[src/design/pulse_counter_pkg.sv]
// Purpose: constants and types for the pulse counter holding register bank
// Assumes: 16-bit holding registers addressed by an 8-bit register number
// Notes:   all offsets are register numbers as seen by the serial master
// Notes on behaviour
// - display result read-only, high 0x01, low 0x02
// - status 0x03: valid 0, overflow 0x80, underflow 0x40
// - precounter wraps at ratio, steps main counter
// - main counter words at 0x05 and 0x06
// - threshold one at 0x07/0x08, limited 0..999
// - threshold two at 0x0b/0x0c, limited 0..999
// - 0x09 high byte picks relay one function
// - bus-driven relay one: 0x00 off, 0xff on
// - 0x0d high byte picks relay two function
// - bus-driven relay two: 0x00 off, 0xff on
// - active times at 0x0a and 0x0e, 0..999
// - 0x17 high byte: 0 self-zeroing on, 1 off
// - 0x17 low byte picks allowed clear sources
// - 0x18 holds init holdoff, 0..999 tenths
// - 0x19 high byte: standard or batching scheme
// - 0x19 low byte: 0 up, 1 down
// - 0x1a high byte zero, low byte debounce
// - counter writes 0/1/2: restart, resume, pause
// - single read of display words errors when invalid
package pulse_counter_pkg;

  // ----------------------------------------------------------------
  // register numbers
  // ----------------------------------------------------------------
  localparam logic [7:0] REG_DISP_HI    = 8'h01;
  localparam logic [7:0] REG_DISP_LO    = 8'h02;
  localparam logic [7:0] REG_DISP_STAT  = 8'h03;
  localparam logic [7:0] REG_PRESCALE   = 8'h04;
  localparam logic [7:0] REG_MAIN_HI    = 8'h05;
  localparam logic [7:0] REG_MAIN_LO    = 8'h06;
  localparam logic [7:0] REG_THR1_HI    = 8'h07;
  localparam logic [7:0] REG_THR1_LO    = 8'h08;
  localparam logic [7:0] REG_RLY1_FUNC  = 8'h09;
  localparam logic [7:0] REG_RLY1_TIME  = 8'h0a;
  localparam logic [7:0] REG_THR2_HI    = 8'h0b;
  localparam logic [7:0] REG_THR2_LO    = 8'h0c;
  localparam logic [7:0] REG_RLY2_FUNC  = 8'h0d;
  localparam logic [7:0] REG_RLY2_TIME  = 8'h0e;
  localparam logic [7:0] REG_CLEAR_OPT  = 8'h17;
  localparam logic [7:0] REG_HOLDOFF    = 8'h18;
  localparam logic [7:0] REG_SCHEME     = 8'h19;
  localparam logic [7:0] REG_DEBOUNCE   = 8'h1a;

  // ----------------------------------------------------------------
  // values and limits
  // ----------------------------------------------------------------
  localparam logic [15:0] STAT_VALID     = 16'h0000;
  localparam logic [15:0] STAT_OVERFLOW  = 16'h0080;
  localparam logic [15:0] STAT_UNDERFLOW = 16'h0040;
  localparam logic [15:0] CMD_RESTART    = 16'h0000;
  localparam logic [15:0] CMD_RESUME     = 16'h0001;
  localparam logic [15:0] CMD_PAUSE      = 16'h0002;
  localparam logic [31:0] LIMIT_999      = 32'h0000_03e7;
  localparam logic [15:0] LIMIT_999_W    = 16'h03e7;
  localparam logic [7:0]  RLY_BUS_OFF    = 8'h00;
  localparam logic [7:0]  RLY_BUS_ON     = 8'hff;
  localparam logic [7:0]  DEB_MAX_CODE   = 8'h5a;
  localparam logic [15:0] PRESCALE_RST   = 16'h0001;
  localparam logic [7:0]  EXC_ILLEGAL_VALUE = 8'h03;
  localparam logic [7:0]  EXC_ILLEGAL_ADDR  = 8'h02;
  localparam logic [7:0]  EXC_COUNT_ERROR   = 8'h80;

  // relay function codes (high byte of relay registers)
  localparam logic [7:0] FN_THRESHOLD = 8'h00;
  localparam logic [7:0] FN_FORCE_ON  = 8'h01;
  localparam logic [7:0] FN_FORCE_OFF = 8'h02;
  localparam logic [7:0] FN_BUS       = 8'h03;

  // clear source codes (low byte of clear options)
  localparam logic [7:0] CLR_ANY   = 8'h00;
  localparam logic [7:0] CLR_EXT   = 8'h01;
  localparam logic [7:0] CLR_KEY   = 8'h02;
  localparam logic [7:0] CLR_BUS   = 8'h03;

  // ----------------------------------------------------------------
  // carriers
  // ----------------------------------------------------------------
  typedef struct packed {
    logic        rd;
    logic        wr;
    logic        single;
    logic [7:0]  addr;
    logic [15:0] wdata;
  } reg_req_t;

  typedef struct packed {
    logic        valid;
    logic        exc;
    logic [7:0]  exc_code;
    logic [15:0] rdata;
  } reg_rsp_t;

  typedef enum logic [1:0] {RUN, PAUSED} cycle_state_t;

endpackage : pulse_counter_pkg

[src/design/pulse_counter_regs.sv]
// Purpose: holding register bank and counting core of the pulse counter
// Assumes: the serial frame engine delivers one register access per request pulse
// Notes:   relay switching algorithms and display formatting live elsewhere
`timescale 1ns/10ps
module pulse_counter_regs (
  input  wire logic                          i_mclk,
  input  wire logic                          i_rst_b,
  input  wire pulse_counter_pkg::reg_req_t   i_req,
  input  wire logic                          i_pulse,
  input  wire logic                          i_ext_clear,
  input  wire logic                          i_key_clear,
  input  wire logic                          i_auto_clear,
  input  wire logic [31:0]                   i_disp_value,
  input  wire logic                          i_disp_over,
  input  wire logic                          i_disp_under,
  output pulse_counter_pkg::reg_rsp_t        o_rsp,
  output logic [31:0]                        o_main_count,
  output logic                               o_counting,
  output logic [31:0]                        o_threshold_one,
  output logic [31:0]                        o_threshold_two,
  output logic [15:0]                        o_relay1_function,
  output logic [15:0]                        o_relay2_function,
  output logic [15:0]                        o_relay1_pulse_time,
  output logic [15:0]                        o_relay2_pulse_time,
  output logic [15:0]                        o_init_holdoff,
  output logic                               o_batching,
  output logic                               o_descending,
  output logic [7:0]                         o_input_debounce,
  output logic                               o_relay1_bus_on,
  output logic                               o_relay2_bus_on
);

  // ----------------------------------------------------------------
  // storage
  // ----------------------------------------------------------------
  logic [15:0]                      prescale_q;
  logic [15:0]                      prescale_ratio_q;
  logic [31:0]                      main_q;
  logic [31:0]                      thr1_q;
  logic [31:0]                      thr2_q;
  logic [15:0]                      rly1_q;
  logic [15:0]                      rly2_q;
  logic [15:0]                      rly1_time_q;
  logic [15:0]                      rly2_time_q;
  logic [15:0]                      clear_opt_q;
  logic [15:0]                      holdoff_q;
  logic [15:0]                      scheme_q;
  logic [7:0]                       debounce_q;
  pulse_counter_pkg::cycle_state_t  state_q;
  logic                             wr_ok;
  logic [31:0]                      thr_new;
  logic                             clear_src;
  logic                             is_cmd;

  // join two words into a 32-bit quantity
  function automatic logic [31:0] join_words(input logic [15:0] hi, input logic [15:0] lo);
    join_words = {hi, lo};
  endfunction : join_words

  // fit a new high word; lower word trimmed to stay within limit, else fail
  function automatic logic [32:0] fit_high(input logic [15:0] hi, input logic [15:0] lo);
    logic [31:0] v;
    v = join_words(hi, lo);
    if (v <= pulse_counter_pkg::LIMIT_999)
      fit_high = {1'b1, v};
    else if (hi == 16'h0000)
      fit_high = {1'b1, 16'h0000, pulse_counter_pkg::LIMIT_999_W};
    else
      fit_high = {1'b0, 32'h0000_0000};
  endfunction : fit_high

  // ----------------------------------------------------------------
  // write qualification
  // ----------------------------------------------------------------
  // legal values only; a failed write answers with an illegal-value code, or an illegal-address code at 0x03 and below
  always_comb begin
    wr_ok   = 1'b1;
    thr_new = 32'h0000_0000;
    is_cmd  = (i_req.addr == pulse_counter_pkg::REG_PRESCALE) ||
              (i_req.addr == pulse_counter_pkg::REG_MAIN_HI) ||
              (i_req.addr == pulse_counter_pkg::REG_MAIN_LO);
    unique case (i_req.addr)
      pulse_counter_pkg::REG_THR1_HI: {wr_ok, thr_new} = fit_high(i_req.wdata, thr1_q[15:0]);
      pulse_counter_pkg::REG_THR1_LO: begin
        thr_new = join_words(thr1_q[31:16], i_req.wdata);
        wr_ok   = thr_new <= pulse_counter_pkg::LIMIT_999;
      end
      pulse_counter_pkg::REG_THR2_HI: {wr_ok, thr_new} = fit_high(i_req.wdata, thr2_q[15:0]);
      pulse_counter_pkg::REG_THR2_LO: begin
        thr_new = join_words(thr2_q[31:16], i_req.wdata);
        wr_ok   = thr_new <= pulse_counter_pkg::LIMIT_999;
      end
      pulse_counter_pkg::REG_RLY1_FUNC, pulse_counter_pkg::REG_RLY2_FUNC:
        wr_ok = (i_req.wdata[15:8] <= pulse_counter_pkg::FN_BUS) &&
                ((i_req.wdata[7:0] == pulse_counter_pkg::RLY_BUS_OFF) ||
                 (i_req.wdata[7:0] == pulse_counter_pkg::RLY_BUS_ON));
      pulse_counter_pkg::REG_RLY1_TIME, pulse_counter_pkg::REG_RLY2_TIME,
      pulse_counter_pkg::REG_HOLDOFF:
        wr_ok = i_req.wdata <= pulse_counter_pkg::LIMIT_999_W;
      pulse_counter_pkg::REG_CLEAR_OPT:
        wr_ok = (i_req.wdata[15:8] <= 8'h01) && (i_req.wdata[7:0] <= pulse_counter_pkg::CLR_BUS);
      pulse_counter_pkg::REG_SCHEME:
        wr_ok = (i_req.wdata[15:8] <= 8'h01) && (i_req.wdata[7:0] <= 8'h01);
      // debounce codes 0 or 10..90 in steps of ten
      pulse_counter_pkg::REG_DEBOUNCE:
        wr_ok = (i_req.wdata[15:8] == 8'h00) &&
                (i_req.wdata[7:0] <= pulse_counter_pkg::DEB_MAX_CODE) &&
                ((i_req.wdata[7:0] % 8'h0a) == 8'h00);
      // only the three cycle commands are accepted
      pulse_counter_pkg::REG_PRESCALE, pulse_counter_pkg::REG_MAIN_HI,
      pulse_counter_pkg::REG_MAIN_LO:
        wr_ok = i_req.wdata <= pulse_counter_pkg::CMD_PAUSE;
      default: wr_ok = 1'b0;
    endcase
  end

  // ----------------------------------------------------------------
  // configuration registers
  // ----------------------------------------------------------------
  // plain storage of written settings
  always_ff @(posedge i_mclk or negedge i_rst_b) begin
    if (!i_rst_b) begin
      thr1_q      <= 32'h0000_0000;
      thr2_q      <= 32'h0000_0000;
      rly1_q      <= 16'h0000;
      rly2_q      <= 16'h0000;
      rly1_time_q <= 16'h0000;
      rly2_time_q <= 16'h0000;
      clear_opt_q <= 16'h0000;
      holdoff_q   <= 16'h0000;
      scheme_q    <= 16'h0000;
      debounce_q  <= 8'h00;
    end else if (i_req.wr && wr_ok) begin
      unique case (i_req.addr)
        // pair stored as high over low
        pulse_counter_pkg::REG_THR1_HI,
        pulse_counter_pkg::REG_THR1_LO:   thr1_q <= thr_new;
        pulse_counter_pkg::REG_THR2_HI,
        pulse_counter_pkg::REG_THR2_LO:   thr2_q <= thr_new;
        pulse_counter_pkg::REG_RLY1_FUNC: rly1_q <= i_req.wdata;
        pulse_counter_pkg::REG_RLY2_FUNC: rly2_q <= i_req.wdata;
        pulse_counter_pkg::REG_RLY1_TIME: rly1_time_q <= i_req.wdata;
        pulse_counter_pkg::REG_RLY2_TIME: rly2_time_q <= i_req.wdata;
        pulse_counter_pkg::REG_CLEAR_OPT: clear_opt_q <= i_req.wdata;
        pulse_counter_pkg::REG_HOLDOFF:   holdoff_q <= i_req.wdata;
        pulse_counter_pkg::REG_SCHEME:    scheme_q <= i_req.wdata;
        pulse_counter_pkg::REG_DEBOUNCE:  debounce_q <= i_req.wdata[7:0];
        default: ;
      endcase
    end
  end

  // the ratio itself lives in the framing block's domain; fixed here
  always_ff @(posedge i_mclk or negedge i_rst_b) begin
    if (!i_rst_b)
      prescale_ratio_q <= pulse_counter_pkg::PRESCALE_RST;
    else
      prescale_ratio_q <= prescale_ratio_q;
  end

  // ----------------------------------------------------------------
  // cycle control
  // ----------------------------------------------------------------
  // clear sources filtered by option
  always_comb begin
    unique case (clear_opt_q[7:0])
      pulse_counter_pkg::CLR_ANY: clear_src = i_ext_clear | i_key_clear;
      pulse_counter_pkg::CLR_EXT: clear_src = i_ext_clear;
      pulse_counter_pkg::CLR_KEY: clear_src = i_key_clear;
      default:                    clear_src = 1'b0;
    endcase
    if (clear_opt_q[15:8] == 8'h00)
      clear_src = clear_src | i_auto_clear;
  end

  // pause and resume by command write
  always_ff @(posedge i_mclk or negedge i_rst_b) begin
    if (!i_rst_b)
      state_q <= pulse_counter_pkg::RUN;
    else if (i_req.wr && wr_ok && is_cmd) begin
      if (i_req.wdata == pulse_counter_pkg::CMD_PAUSE)
        state_q <= pulse_counter_pkg::PAUSED;
      else
        state_q <= pulse_counter_pkg::RUN;
    end
  end

  // precounter wraps and steps the main counter
  always_ff @(posedge i_mclk or negedge i_rst_b) begin
    if (!i_rst_b) begin
      prescale_q <= 16'h0000;
      main_q     <= 32'h0000_0000;
    end else if ((i_req.wr && wr_ok && is_cmd &&
                  i_req.wdata == pulse_counter_pkg::CMD_RESTART) || clear_src) begin
      prescale_q <= 16'h0000;
      main_q     <= 32'h0000_0000;
    end else if (i_pulse && state_q == pulse_counter_pkg::RUN) begin
      if (prescale_q + 16'h0001 >= prescale_ratio_q) begin
        prescale_q <= 16'h0000;
        if (scheme_q[0])
          main_q <= main_q - 32'h0000_0001;
        else
          main_q <= main_q + 32'h0000_0001;
      end else begin
        prescale_q <= prescale_q + 16'h0001;
      end
    end
  end

  // ----------------------------------------------------------------
  // read answers
  // ----------------------------------------------------------------
  // one answer per request, one cycle later
  always_ff @(posedge i_mclk or negedge i_rst_b) begin
    if (!i_rst_b) begin
      o_rsp <= '0;
    end else begin
      o_rsp.valid    <= i_req.rd | i_req.wr;
      o_rsp.exc      <= 1'b0;
      o_rsp.exc_code <= 8'h00;
      o_rsp.rdata    <= 16'h0000;
      if (i_req.wr) begin
        if (!wr_ok) begin
          o_rsp.exc      <= 1'b1;
          o_rsp.exc_code <= (i_req.addr <= pulse_counter_pkg::REG_DISP_STAT)
                            ? pulse_counter_pkg::EXC_ILLEGAL_ADDR
                            : pulse_counter_pkg::EXC_ILLEGAL_VALUE;
        end
      end else if (i_req.rd) begin
        unique case (i_req.addr)
          pulse_counter_pkg::REG_DISP_HI:   o_rsp.rdata <= i_disp_value[31:16];
          pulse_counter_pkg::REG_DISP_LO:   o_rsp.rdata <= i_disp_value[15:0];
          pulse_counter_pkg::REG_DISP_STAT:
            o_rsp.rdata <= i_disp_over  ? pulse_counter_pkg::STAT_OVERFLOW  :
                           i_disp_under ? pulse_counter_pkg::STAT_UNDERFLOW :
                           pulse_counter_pkg::STAT_VALID;
          pulse_counter_pkg::REG_PRESCALE:  o_rsp.rdata <= prescale_q;
          pulse_counter_pkg::REG_MAIN_HI:   o_rsp.rdata <= main_q[31:16];
          pulse_counter_pkg::REG_MAIN_LO:   o_rsp.rdata <= main_q[15:0];
          pulse_counter_pkg::REG_THR1_HI:   o_rsp.rdata <= thr1_q[31:16];
          pulse_counter_pkg::REG_THR1_LO:   o_rsp.rdata <= thr1_q[15:0];
          pulse_counter_pkg::REG_RLY1_FUNC: o_rsp.rdata <= rly1_q;
          pulse_counter_pkg::REG_RLY1_TIME: o_rsp.rdata <= rly1_time_q;
          pulse_counter_pkg::REG_THR2_HI:   o_rsp.rdata <= thr2_q[31:16];
          pulse_counter_pkg::REG_THR2_LO:   o_rsp.rdata <= thr2_q[15:0];
          pulse_counter_pkg::REG_RLY2_FUNC: o_rsp.rdata <= rly2_q;
          pulse_counter_pkg::REG_RLY2_TIME: o_rsp.rdata <= rly2_time_q;
          pulse_counter_pkg::REG_CLEAR_OPT: o_rsp.rdata <= clear_opt_q;
          pulse_counter_pkg::REG_HOLDOFF:   o_rsp.rdata <= holdoff_q;
          pulse_counter_pkg::REG_SCHEME:    o_rsp.rdata <= scheme_q;
          pulse_counter_pkg::REG_DEBOUNCE:  o_rsp.rdata <= {8'h00, debounce_q};
          default: begin
            o_rsp.exc      <= 1'b1;
            o_rsp.exc_code <= pulse_counter_pkg::EXC_ILLEGAL_ADDR;
          end
        endcase
        // invalid display refuses a single-word read
        if (i_req.single && (i_disp_over || i_disp_under) &&
            (i_req.addr == pulse_counter_pkg::REG_DISP_HI ||
             i_req.addr == pulse_counter_pkg::REG_DISP_LO)) begin
          o_rsp.exc      <= 1'b1;
          o_rsp.exc_code <= pulse_counter_pkg::EXC_COUNT_ERROR;
          o_rsp.rdata    <= 16'h0000;
        end
      end
    end
  end

  // ----------------------------------------------------------------
  // settings outputs, registered
  // ----------------------------------------------------------------
  // every output comes from a flop, one cycle behind the store
  always_ff @(posedge i_mclk or negedge i_rst_b) begin
    if (!i_rst_b) begin
      o_main_count        <= 32'h0000_0000;
      o_counting          <= 1'b0;
      o_threshold_one     <= 32'h0000_0000;
      o_threshold_two     <= 32'h0000_0000;
      o_relay1_function   <= 16'h0000;
      o_relay2_function   <= 16'h0000;
      o_relay1_pulse_time <= 16'h0000;
      o_relay2_pulse_time <= 16'h0000;
      o_init_holdoff      <= 16'h0000;
      o_batching          <= 1'b0;
      o_descending        <= 1'b0;
      o_input_debounce    <= 8'h00;
      o_relay1_bus_on     <= 1'b0;
      o_relay2_bus_on     <= 1'b0;
    end else begin
      o_main_count        <= main_q;
      o_counting          <= state_q == pulse_counter_pkg::RUN;
      o_threshold_one     <= thr1_q;
      o_threshold_two     <= thr2_q;
      o_relay1_function   <= rly1_q;
      o_relay2_function   <= rly2_q;
      o_relay1_pulse_time <= rly1_time_q;
      o_relay2_pulse_time <= rly2_time_q;
      o_init_holdoff      <= holdoff_q;
      o_batching          <= scheme_q[8];
      o_descending        <= scheme_q[0];
      o_input_debounce    <= debounce_q;
      // relay one and relay two bus states, time ignored
      o_relay1_bus_on     <= rly1_q[15:8] == pulse_counter_pkg::FN_BUS &&
                             rly1_q[7:0] == pulse_counter_pkg::RLY_BUS_ON;
      o_relay2_bus_on     <= rly2_q[15:8] == pulse_counter_pkg::FN_BUS &&
                             rly2_q[7:0] == pulse_counter_pkg::RLY_BUS_ON;
    end
  end

  // ----------------------------------------------------------------
  // checks
  // ----------------------------------------------------------------
  chk_thr_limit: assert property (@(posedge i_mclk) disable iff (!i_rst_b)
    thr1_q <= pulse_counter_pkg::LIMIT_999)
    else $error("threshold one out of range");
  chk_thr2_limit: assert property (@(posedge i_mclk) disable iff (!i_rst_b)
    thr2_q <= pulse_counter_pkg::LIMIT_999)
    else $error("threshold two out of range");
  chk_disp_exc: assert property (@(posedge i_mclk) disable iff (!i_rst_b)
    (i_req.rd && i_req.single && (i_disp_over || i_disp_under) &&
     (i_req.addr == pulse_counter_pkg::REG_DISP_HI || i_req.addr == pulse_counter_pkg::REG_DISP_LO))
    |=> (o_rsp.exc && o_rsp.exc_code == pulse_counter_pkg::EXC_COUNT_ERROR))
    else $error("invalid display read not refused");
  chk_status_over: assert property (@(posedge i_mclk) disable iff (!i_rst_b)
    (i_req.rd && i_req.addr == pulse_counter_pkg::REG_DISP_STAT && i_disp_over)
    |=> o_rsp.rdata == pulse_counter_pkg::STAT_OVERFLOW)
    else $error("status overflow wrong");
  chk_pause_hold: assert property (@(posedge i_mclk) disable iff (!i_rst_b)
    (state_q == pulse_counter_pkg::PAUSED && !clear_src && !(i_req.wr && is_cmd))
    |=> main_q == $past(main_q))
    else $error("paused counter moved");
  chk_count_dir: assert property (@(posedge i_mclk) disable iff (!i_rst_b)
    (main_q != $past(main_q) && $past(main_q) != 32'h0000_0000 && main_q != 32'h0000_0000)
    |-> main_q == ($past(scheme_q[0]) ? $past(main_q) - 32'h0000_0001
                                      : $past(main_q) + 32'h0000_0001))
    else $error("main counter stepped wrong way");
  chk_deb_high: assert property (@(posedge i_mclk) disable iff (!i_rst_b)
    (i_req.rd && i_req.addr == pulse_counter_pkg::REG_DEBOUNCE) |=> o_rsp.rdata[15:8] == 8'h00)
    else $error("debounce high byte nonzero");
  chk_bus_relay: assert property (@(posedge i_mclk) disable iff (!i_rst_b)
    ##1 (o_relay1_bus_on == ($past(rly1_q) == {pulse_counter_pkg::FN_BUS,
                                               pulse_counter_pkg::RLY_BUS_ON})))
    else $error("relay one bus state wrong");
  cov_pause: cover property (@(posedge i_mclk) state_q == pulse_counter_pkg::PAUSED);
  cov_wrap: cover property (@(posedge i_mclk) i_pulse && prescale_q == 16'h0000 && main_q != 0);
  cov_disp_err: cover property (@(posedge i_mclk) o_rsp.exc &&
    o_rsp.exc_code == pulse_counter_pkg::EXC_COUNT_ERROR);

endmodule : pulse_counter_regs

[config.mk]
export PLATFORM = sky130hd
export DESIGN_NAME = pulse_counter_regs
export DESIGN_NICKNAME = d
export VERILOG_FILES = /design/src/design/pulse_counter_pkg.sv /design/src/design/pulse_counter_regs.sv
export SDC_FILE = /design/constraint.sdc
export NUM_CORES = 1
export LEC_CHECK = 0
export ABC_AREA = 1
export ABC_CLOCK_PERIOD_IN_PS = 3200
export BUFFER_PORTS_ARGS = -buffer_cell sky130_fd_sc_hd__buf_2
export CORE_ASPECT_RATIO = 0.75
export CORE_MARGIN = 8
export CORE_UTILIZATION = 40
export CTS_CLUSTER_SIZE = 12
export DETAILED_ROUTE_END_ITERATION = 7
export SYNTH_ARGS = -nofsm -noshare
export SYNTH_HDL_FRONTEND = slang
export SYNTH_SLANG_ARGS = --single-unit
[constraint.sdc]
create_clock -name i_mclk -period 3.2 [get_ports i_mclk]
set_clock_uncertainty 0.15 [all_clocks]
set_input_delay 0.48 -clock i_mclk [delete_from_list [all_inputs] [get_ports i_mclk]]
set_output_delay 0.48 -clock i_mclk [all_outputs]
set_load 0.01 [all_outputs]
* Word level (Yosys, flattened, before mapping)
Index checks and enable logic that the tools add are counted.
Cells by class: $add $sub $neg 3, div/mod/pow operators 1, order comparisons 13, equal/unequal tests 26, muxes and demuxes 25, bitwise logic cells 3, reduce and logical (&&, ||, !) cells 45
Operators by type and width (count):
- case mux 16 bit (18 select lines) | 1
- <= comparator 32 x 10 -> 1 bit (second input constant) | 4
- 2-to-1 mux 32 bit | 4
- case mux 32 bit (4 select lines) | 1
- 2-to-1 mux 33 bit | 3
- 2-to-1 mux 16 bit | 4
- == test 8 x 4 -> 1 bit (second input constant) | 7
- 2-to-1 mux 25 bit | 2
- == test 8 x 2 -> 1 bit (second input constant) | 5
- logical NOT 8 bit | 5
- adder 32 x 1 -> 32 bit (second input constant) | 1
- == test 8 x 3 -> 1 bit (second input constant) | 4
- == test 8 x 5 -> 1 bit (second input constant) | 4
- subtractor 32 x 1 -> 32 bit (second input constant) | 1
- 2-to-1 mux 9 bit | 3
- == test 8 bit (second input constant) | 3
- <= comparator 8 x 2 -> 1 bit (second input constant) | 3
- AND reduction 2 bit | 11
- OR reduction 18 bit | 1
- adder 16 x 1 -> 16 bit (second input constant) | 1
- == test 16 x 2 -> 1 bit (second input constant) | 1
- == test 8 x 1 -> 1 bit (second input constant) | 2
- greater-or-equal comparator 16 x 1 -> 1 bit (second input constant) | 1
- <= comparator 16 x 10 -> 1 bit (second input constant) | 1
- other kinds (17) | 43
Storage, ports and cells: flip-flop bits (word level) 449

* Logic depth before layout (Yosys ltp)
Gate-level depths: netlist (run 1).
depth in word-level cells 10, gate-level depth with buffers 23, gate-level depth less buffers 21

* Worst setup path after synthesis (run 1)
No wires, ideal clock.
path kind reg-to-reg, start point reg scheme_q[0], end point reg main_q[24], arrival time 2984 ps, required time 2928 ps, slack -56 ps, stages on the path, launching flop included 16, path buffers 0, cells stage by stage dfrtp_1 -> ha_1 -> a21oi_1 -> nand2_1 -> nand2_1 -> nand2_1 -> a21boi_0 -> o21ai_0 -> a21boi_0 -> o21bai_1 -> nand2_1 -> nand2_1 -> xnor2_1 -> nor2_1 -> nand2_1 -> nand2_1
Between the ends: longest elaborated chain between the ends 4
RTL lines:
- from (decl) | RTL line pulse_counter_regs.sv:47 | logic [15:0] scheme_q;
- from (signal assigned) | RTL line pulse_counter_regs.sv:146 | pulse_counter_pkg::REG_SCHEME: scheme_q <= i_req.wdata;
- 2-to-1 mux 32 bit | RTL line pulse_counter_regs.sv:200 | if (scheme_q[0])
- 2-to-1 mux 32 bit | RTL line pulse_counter_regs.sv:198 | if (prescale_q + 16'h0001 >= prescale_ratio_q) begin
- 2-to-1 mux 32 bit | RTL line pulse_counter_regs.sv:197 | end else if (i_pulse && state_q == pulse_counter_pkg::RUN) begin
- 2-to-1 mux 32 bit | RTL line pulse_counter_regs.sv:193 | end else if ((i_req.wr && wr_ok && is_cmd &&
- to (signal assigned) | RTL line pulse_counter_regs.sv:201 | main_q <= main_q - 32'h0000_0001;
- to (signal assigned) | RTL line pulse_counter_regs.sv:203 | main_q <= main_q + 32'h0000_0001;
- to (decl) | RTL line pulse_counter_regs.sv:38 | logic [31:0] main_q;
No other way between the ends. The select of a mux whose other input is x is not followed. A chain may end at the register's enable or synchronous reset.

* Worst setup path in the final report (run 1)
start point reg thr1_q[16], end point reg debounce_q[5]
Between the ends: longest elaborated chain between the ends 4
RTL lines:
- from (decl) | RTL line pulse_counter_regs.sv:39 | logic [31:0] thr1_q;
- from (signal assigned) | RTL line pulse_counter_regs.sv:137 | pulse_counter_pkg::REG_THR1_LO: thr1_q <= thr_new;
- <= comparator 32 x 10 -> 1 bit | RTL line pulse_counter_regs.sv:86 | wr_ok = thr_new <= pulse_counter_pkg::LIMIT_999;
- case mux 1 bit (10 select lines) | RTL line pulse_counter_regs.sv:82 | unique case (i_req.addr)
- logical AND 1 bit | RTL line pulse_counter_regs.sv:133 | end else if (i_req.wr && wr_ok) begin
- AND reduction 2 bit (no source line)
- to (signal assigned) | RTL line pulse_counter_regs.sv:147 | pulse_counter_pkg::REG_DEBOUNCE: debounce_q <= i_req.wdata[7:0];
- to (decl) | RTL line pulse_counter_regs.sv:48 | logic [7:0] debounce_q;
No other way between the ends.

==> impl_results.md, run 1 <==
* Vias in the first global route at around 16,000
* Critical path data required time at ~3.5 ns
* Yosys warns at 0
* Register area share after synthesis at 59.5%
* Post-synthesis cell count at 1,929
* Worst EP arrival at between 3 and 4 ns
* Slew HR at 33.8%
* Vias/cell at about 5.3
* Antenna violations before repair at 6
* Fin. max-slew vios at 0
* CTS Root Cell: clkbuf_16
* Post-route ant nets at 0
* First-pass GRT wire length at about 100,000 um
* Status: finished clean
* Number of remaining DRC errors at 0
* Rows at 68
* First DRT Iteration DRCs at roughly 1,900
* Synthesized area at 18,600 um2
* Slew at the pin closest to its max-slew limit at just under 1 ns
* Crit path kind: flop to flop
* CTS tree: built
* Port Buffers at around 280
* Max Fclk at between 300 and 400 MHz
* Tmin final at roughly 3.0 ns
* Max cap viols at 0
* Initial Utilization at between 40% and 50%
* Setup Viol. Count Final at 0
* Final worst setup slack at between 0.15 and 0.2 ns
* Dpl ws at -0.201 ns
* CTS clk-pin slew, worst paths at roughly 0.070 ns
* CTS buffer count at 46
* Clock tree sinks at between 400 and 500
* CORE AREA at roughly 46,000 um2
* Final Cycle Share at 95.3%
* Layout Utilization at around half
* Total power divided by cell area at 484 nW/um2
* Netlist cell types at between 50 and 60
* Final net count at between 2,000 and 2,500
* CP Launch Type: flop
* Post-detail-place hpwl at roughly 53,000 um
* Worst vdd ir at between 0.3 and 0.4 mV
* GP Congestion at 0.941
* Fin. Hold Viols at 0
* Layout cells sized above 1 at 23.3%
* CP endpoint kind: flop
* Commonest non-fill, non-tap cell in the layout: nand2_1
* GR Overflow Total at 0
* DIE HEIGHT at between 200 and 250 um
* Leak at ~13 nW
* Avg Synthesized Cell Area at between 9 and 10 um2
* IO Pins at about 280
* Crit Path Max Fanout at 14
* Iteration count of the initial detailed-routing pass at 6
* Routed WL at 68,700 um
* Total track usage at between 20% and 30%
* Later-pin clock latency in the skew report at 0.58 ns
* Min-Delay Path Class: input port to flop
* H-tree levels at 2
* Largest net degree at the start of global routing at between 70 and 80
* Most frequent cells in the layout: 458 x nand2_1, 442 x dfrtp_1, 275 x buf_2
* DIE AREA at about 54,000 um2
* Async set or reset register ratio after synthesis at 100%
* Wire per inst at between 20 and 25 um
* EDFF count, synth at 0
* Prevailing post-synth register cell: dfrtp_1
* Yosys reg bits at roughly 440
* Area delta synth->final at 25.0%
* FF-to-FF setup slack at ~0.15 ns
* Vias after detailed routing at around 16,000
* Die W at 265 um
* CTS Buffer Depth at 3
==> power by group <==
group	switching (mW)	internal [mW]
sequential	0.00191	5.61
combinational	0.289	0.0961
clock	2.20	3.09
==> cells by family (layout without fill, tap and decap cells) <==
| logic type | after synthesis | in the layout | share of synthesized area (%) |
|---|---|---|---|
| AND/OR/NAND/NOR | 733 | 733 | 16.6 |
| flip-flops | 443 | 443 | 59.5 |
| AO/OA/AOI/OAI | 342 | 342 | 12.3 |
| buffers and inverters | 334 | 749 | 7.30 |
| XOR/XNOR | 43 | 43 | 2.02 |
| adder cells (fa/ha/maj) | 33 | 33 | 2.26 |
| other | 1 | 9 | 0.0201 |
==> flip-flops by register name (all words and copies together) (netlist names), 21 cells and up <==
| signal | flops |
|---|---|
| main_q | 32 |
| o_main_count | 32 |
| o_rsp | 21 |
| o_threshold_one | 32 |
| o_threshold_two | 32 |
| thr1_q | 32 |
| thr2_q | 32 |
==> critical path, cell delays in order, from the launching register on <==
cell and delay [ns]:
dfrtp_1 0.47, nor2_1 0.23, nand4_1 0.15, nor3_2 0.19, nand3_1 0.13, o21ai_0 0.26, o21ai_0 0.16, a21oi_1 0.19
nor2_1 0.07, nand2_2 0.14, nand2_4 0.10, inv_4 0.22, nand2_2 0.26, nand2_1 0.14, o21ai_1 0.07
==> cell usage after synthesis (3+ instances only) <==
library cell | count | area [um2]
o21bai_1 | 4 | 30.0
dfrtp_1 | 443 | 11100
clkbuf_1 | 24 | 90.1
nor4_1 | 19 | 119
clkinv_1 | 3 | 11.3
o21ai_0 | 62 | 310
ha_1 | 32 | 400
inv_2 | 15 | 56.3
o22ai_1 | 4 | 25.0
a21boi_0 | 3 | 22.5
buf_2 | 23 | 115
buf_6 | 5 | 56.3
nand3_1 | 35 | 175
nand4_1 | 25 | 156
nand2_1 | 459 | 1720
xor2_1 | 27 | 236
nand2_4 | 7 | 78.8
nor2_1 | 148 | 556
a2111oi_0 | 4 | 35.0
a22o_1 | 4 | 35.0
o211ai_1 | 13 | 97.6
nand2_2 | 10 | 62.6
o2111ai_1 | 42 | 368
o21ai_2 | 7 | 61.3
a31oi_1 | 5 | 31.3
xnor2_1 | 16 | 140
a221oi_1 | 44 | 385
o21ai_1 | 58 | 290
a211oi_1 | 12 | 90.1
buf_4 | 10 | 75.1
a21oi_1 | 55 | 275
nor3_2 | 4 | 40.0
inv_1 | 252 | 946
nor3_1 | 17 | 85.1
a41oi_1 | 9 | 78.8
==> cell type report <==
class	count	area, um2
sequential	443	11100
timing repair buffer	409	2560
inverter	271	1020
antenna	4	10.0
multi-input combinational	1156	6380
fill	4294	22700
tap	630	788
clock inverter	11	176
clock buffer	58	1270
==> per-layer routing <==
layer | vias to the layer above | global-route usage (%) | wire length [um]
met4 | 2 | 6.32 | 1400
li1 | 7158 | - | -
met5 | - | 0 | 10
met1 | 7747 | 37.1 | 31100
met2 | 714 | 35.6 | 29200
met3 | 89 | 7.06 | 6930
==> through the flow <==
step | hold slack (ns) | instance area (um2) | std cells | power, mW | setup TNS [ns]
floorplan | 0.0344 | 18600 | 1933 | 5.82 | 0
global placement | 0.241 | 21600 | 2902 | 6.09 | -0.787
detailed placement | 0.241 | 21600 | 2902 | 6.09 | -0.723
CTS | 0.0489 | 23100 | 2973 | 11.4 | 0
global route | 0.0891 | 23300 | 2980 | 11.6 | -0.0258
finish | 0.0826 | 23300 | 2982 | 11.3 | 0
==> worst paths after layout <==
path,endpoint,cells past startpoint,start
hold / removal,o_rsp[6]$_DFF_PN0_,3,i_disp_value[6]
max in group asynchronous,o_init_holdoff[13]$_DFF_PN0_,3,i_rst_b
min in group asynchronous,o_threshold_two[21]$_DFF_PN0_,2,i_rst_b
setup / recovery,debounce_q[5]$_DFFE_PN0P_,14,thr1_q[16]$_DFFE_PN0P_
setup reg to reg,debounce_q[5]$_DFFE_PN0P_,14,thr1_q[16]$_DFFE_PN0P_
hold reg to reg,o_relay1_function[7]$_DFF_PN0_,0,rly1_q[7]$_DFFE_PN0P_
==> timing repair <==
| action | CTS | global route |
|---|---|---|
| gates resized for setup | 1 | 29 |
| hold endpoints to repair | 67 | 0 |
| setup endpoints to repair | 2 | 117 |
| pin swaps | 0 | 3 |
| hold buffers | 2 | 0 |
| buffers inserted | 0 | 5 |
(Power assumes the default switching activity.)
==> run 2, diff against run 1 <==
--- a/config.mk
+++ b/config.mk
@@ -6,7 +6,7 @@
 export NUM_CORES = 1
 export LEC_CHECK = 0
 export ABC_AREA = 1
-export ABC_CLOCK_PERIOD_IN_PS = 3200
+export ABC_CLOCK_PERIOD_IN_PS = 3700
 export BUFFER_PORTS_ARGS = -buffer_cell sky130_fd_sc_hd__buf_2
 export CORE_ASPECT_RATIO = 0.75
 export CORE_MARGIN = 8
==> constraint.sdc (replaced) <==
create_clock -name i_mclk -period 3.7 [get_ports i_mclk]
set_clock_uncertainty 0.15 [all_clocks]
set_input_delay 0.555 -clock i_mclk [delete_from_list [all_inputs] [get_ports i_mclk]]
set_output_delay 0.555 -clock i_mclk [all_outputs]
set_load 0.01 [all_outputs]
==> impl_results.md, run 2 (synthesized netlist as in run 1, its figures left out) <==
* Path depth of the worst reg2reg path at 16 (+2)
* Vias/cell at 5.36 (+1.8%)
* Final net count at 2,354 (-3.0%)
* Fin. Hold Viols at 0 (unchanged)
* Layout cells sized above 1 at 19.9% (-3.5 points)
* CORE AREA at 46,000 um2 (unchanged)
* CP Launch Type: flop
* CP endpoint kind: flop
* Min-Delay Path Class: input port to flop
* Endpoint of the worst setup timing path: main_q[8]$_DFFE_PN0P_
* Port Buffers at 276 (unchanged)
* Number of remaining DRC errors at 0 (unchanged)
* IO Pins at 282 (unchanged)
* Final Cycle Share at 92.0% (-3.3 points)
* CTS clk-pin slew, worst paths at 0.07 ns (about the same)
* GP Congestion at 0.982 (+4.4%)
* Routed WL at 66,400 um (-3.5%)
* Placed Instances at 2,835 (-2.3%)
* Most frequent cells in the layout: 459 x nand2_1, 443 x dfrtp_1, 275 x buf_2
* Dpl cell area at 21,000 um2 (-2.6%)
* First DRT Iteration DRCs at 2,018 (+7.4%)
* Antenna violations before repair at 3 (-3)
* Final worst setup slack at 0.296 ns (+0.146 ns)
* Crit path kind: flop to flop
* CTS Root Cell: clkbuf_16
* CTS Buffer Depth at 3 (unchanged)
* Commonest non-fill, non-tap cell in the layout: nand2_1
* Vias after detailed routing at 15,589 (-0.77%)
* Critical path data required time at 4.01 ns (+0.50 ns)
* Worst r2r dst: main_q[8]$_DFFE_PN0P_
* Area delta synth->final at 20.4%
* Slew HR at 34.2% (+0.38 points)
* Worst vdd ir at 0.271 mV (-30%)
* Worst EP arrival at 3.71 ns (+0.35 ns)
* Final std cells w/o fill at 2,907 (-2.5%)
* Post-detail-place hpwl at 50,800 um (-3.8%)
* Post-route ant nets at 0 (unchanged)
* Crit Path Max Fanout at 32 (+18)
* Post-route cell area at 22,400 um2 (-3.7%)
* FF-to-FF setup slack at 0.30 ns (+0.15 ns)
* Largest net degree at the start of global routing at 108 (+42%)
* Setup crit start: prescale_q[0]$_DFFE_PN0P_
* Clock tree sinks at 443 (unchanged)
* Post-CTS setup buffers at 0 (unchanged)
* RSZ-0062 raised after global routing: false
* Max Fclk at 294 MHz (-10%)
* Tmin final at 3.40 ns (+0.354 ns)
* Overall Power at 9.61 mW (-15%)
* Setup Viol. Count Final at 0 (unchanged)
* Post_cts resized at 0 (-1)
* Initial Utilization at 40.5% (unchanged)
* H-tree levels at 2 (unchanged)
* Cts hold-fix bufs at 1 (-1)
* CTS tree: built
* Later-pin clock latency in the skew report at 0.59 ns (about the same)
* Wire per inst at 22.8 um (-0.98%)
* FF-to-FF Start: prescale_q[0]$_DFFE_PN0P_
* GR Overflow Total at 0 (unchanged)
* Dpl ws at 0.324 ns (+0.525 ns)
* Leak at 12.2 nW (-3.4%)
* DIE HEIGHT at 203 um (unchanged)
* Fin. max-slew vios at 0 (unchanged)
* Iteration count of the initial detailed-routing pass at 8 (+2)
* Max cap viols at 0 (unchanged)
* Hold_sp: i_req[26]
* CTS buffer count at 46 (unchanged)
* Total track usage at 24.4% (-0.57 points)
* First-pass GRT wire length at 100,000 um (-1.3%)
* Total power divided by cell area at 429 nW/um2 (-12%)
* Hold Slack at 0.0565 ns (-0.0261 ns)
* Status: finished clean
* Vias in the first global route at 15,284 (-1.6%)
* Layout Utilization at 48.7% (-1.9 points)
* Slew at the pin closest to its max-slew limit at 0.987 ns (+0.0193 ns)
* DIE AREA at 53,800 um2 (unchanged)
* Setup TNS Final at 0 ns (unchanged)
* Die W at 265 um (unchanged)
* Inserted Diodes at 0 (-4)
* Rows at 68 (unchanged)
run 2: cell types whose count changed in the layout (fill, tap and decap cells not counted), sizes merged:
cell	delta
buf	-72
bufinv	-2
clkbuf	+5
diode	-4
dlygate4sd3	-1
inv	-1
run 2: layer usage:
| layer | up-vias | track usage, % | share of wire, % |
|---|---|---|---|
| li1 | 6982 | - | - |
| met1 | 7785 | 36.7 | 45 |
| met2 | 728 | 35.7 | 43 |
| met3 | 94 | 5.02 | 9.1 |
| met4 | 0 | 6.30 | 2.1 |
| met5 | - | 0 | 0 |
run 2: area by class of cell:
class	instances	area, um2
Tap cell	630	788
Clock buffer	63	1290
Fill cell	4288	23600
Timing Repair Buffer	336	1940
Multi-Input combinational cell	1156	6210
Inverter	271	1020
Sequential cell	443	11100
Clock inverter	8	100
run 2: where the power goes:
part	internal [mW]	switching (mW)	total (mW)	leakage [nW]
Clock	2.54	1.90	4.45	0.677
Sequential	4.85	0.00195	4.85	6.13
Combinational	0.0742	0.243	0.317	5.35
run 2: worst min-delay path by stage:
stage                                             endpoint  slack, ns  cells past startpoint
after floorplan                 clear_opt_q[0]$_DFFE_PN0P_       0.11                      0
after global placement    o_relay1_pulse_time[7]$_DFF_PN0_       0.23                      0
after detailed placement    o_relay1_function[9]$_DFF_PN0_       0.24                      0
after CTS                              o_rsp[25]$_DFF_PN0_       0.03                      3
after global routing                   o_rsp[25]$_DFF_PN0_       0.06                      3
final                                  o_rsp[25]$_DFF_PN0_       0.06                      3
run 2: critical path, cell delays in order, from the launching register on:
cell	delay [ns]
dfrtp_1	0.41
ha_1	0.21
nand2_1	0.08
inv_1	0.07
nand4_1	0.13
nor3_1	0.41
nand3_1	0.20
nor2_1	0.16
xor2_1	0.15
nand2_1	0.07
nor2_1	0.15
nand4_1	0.19
inv_2	0.31
o211ai_2	0.10
buf_4	0.29
nand2_1	0.11
nand2_1	0.05
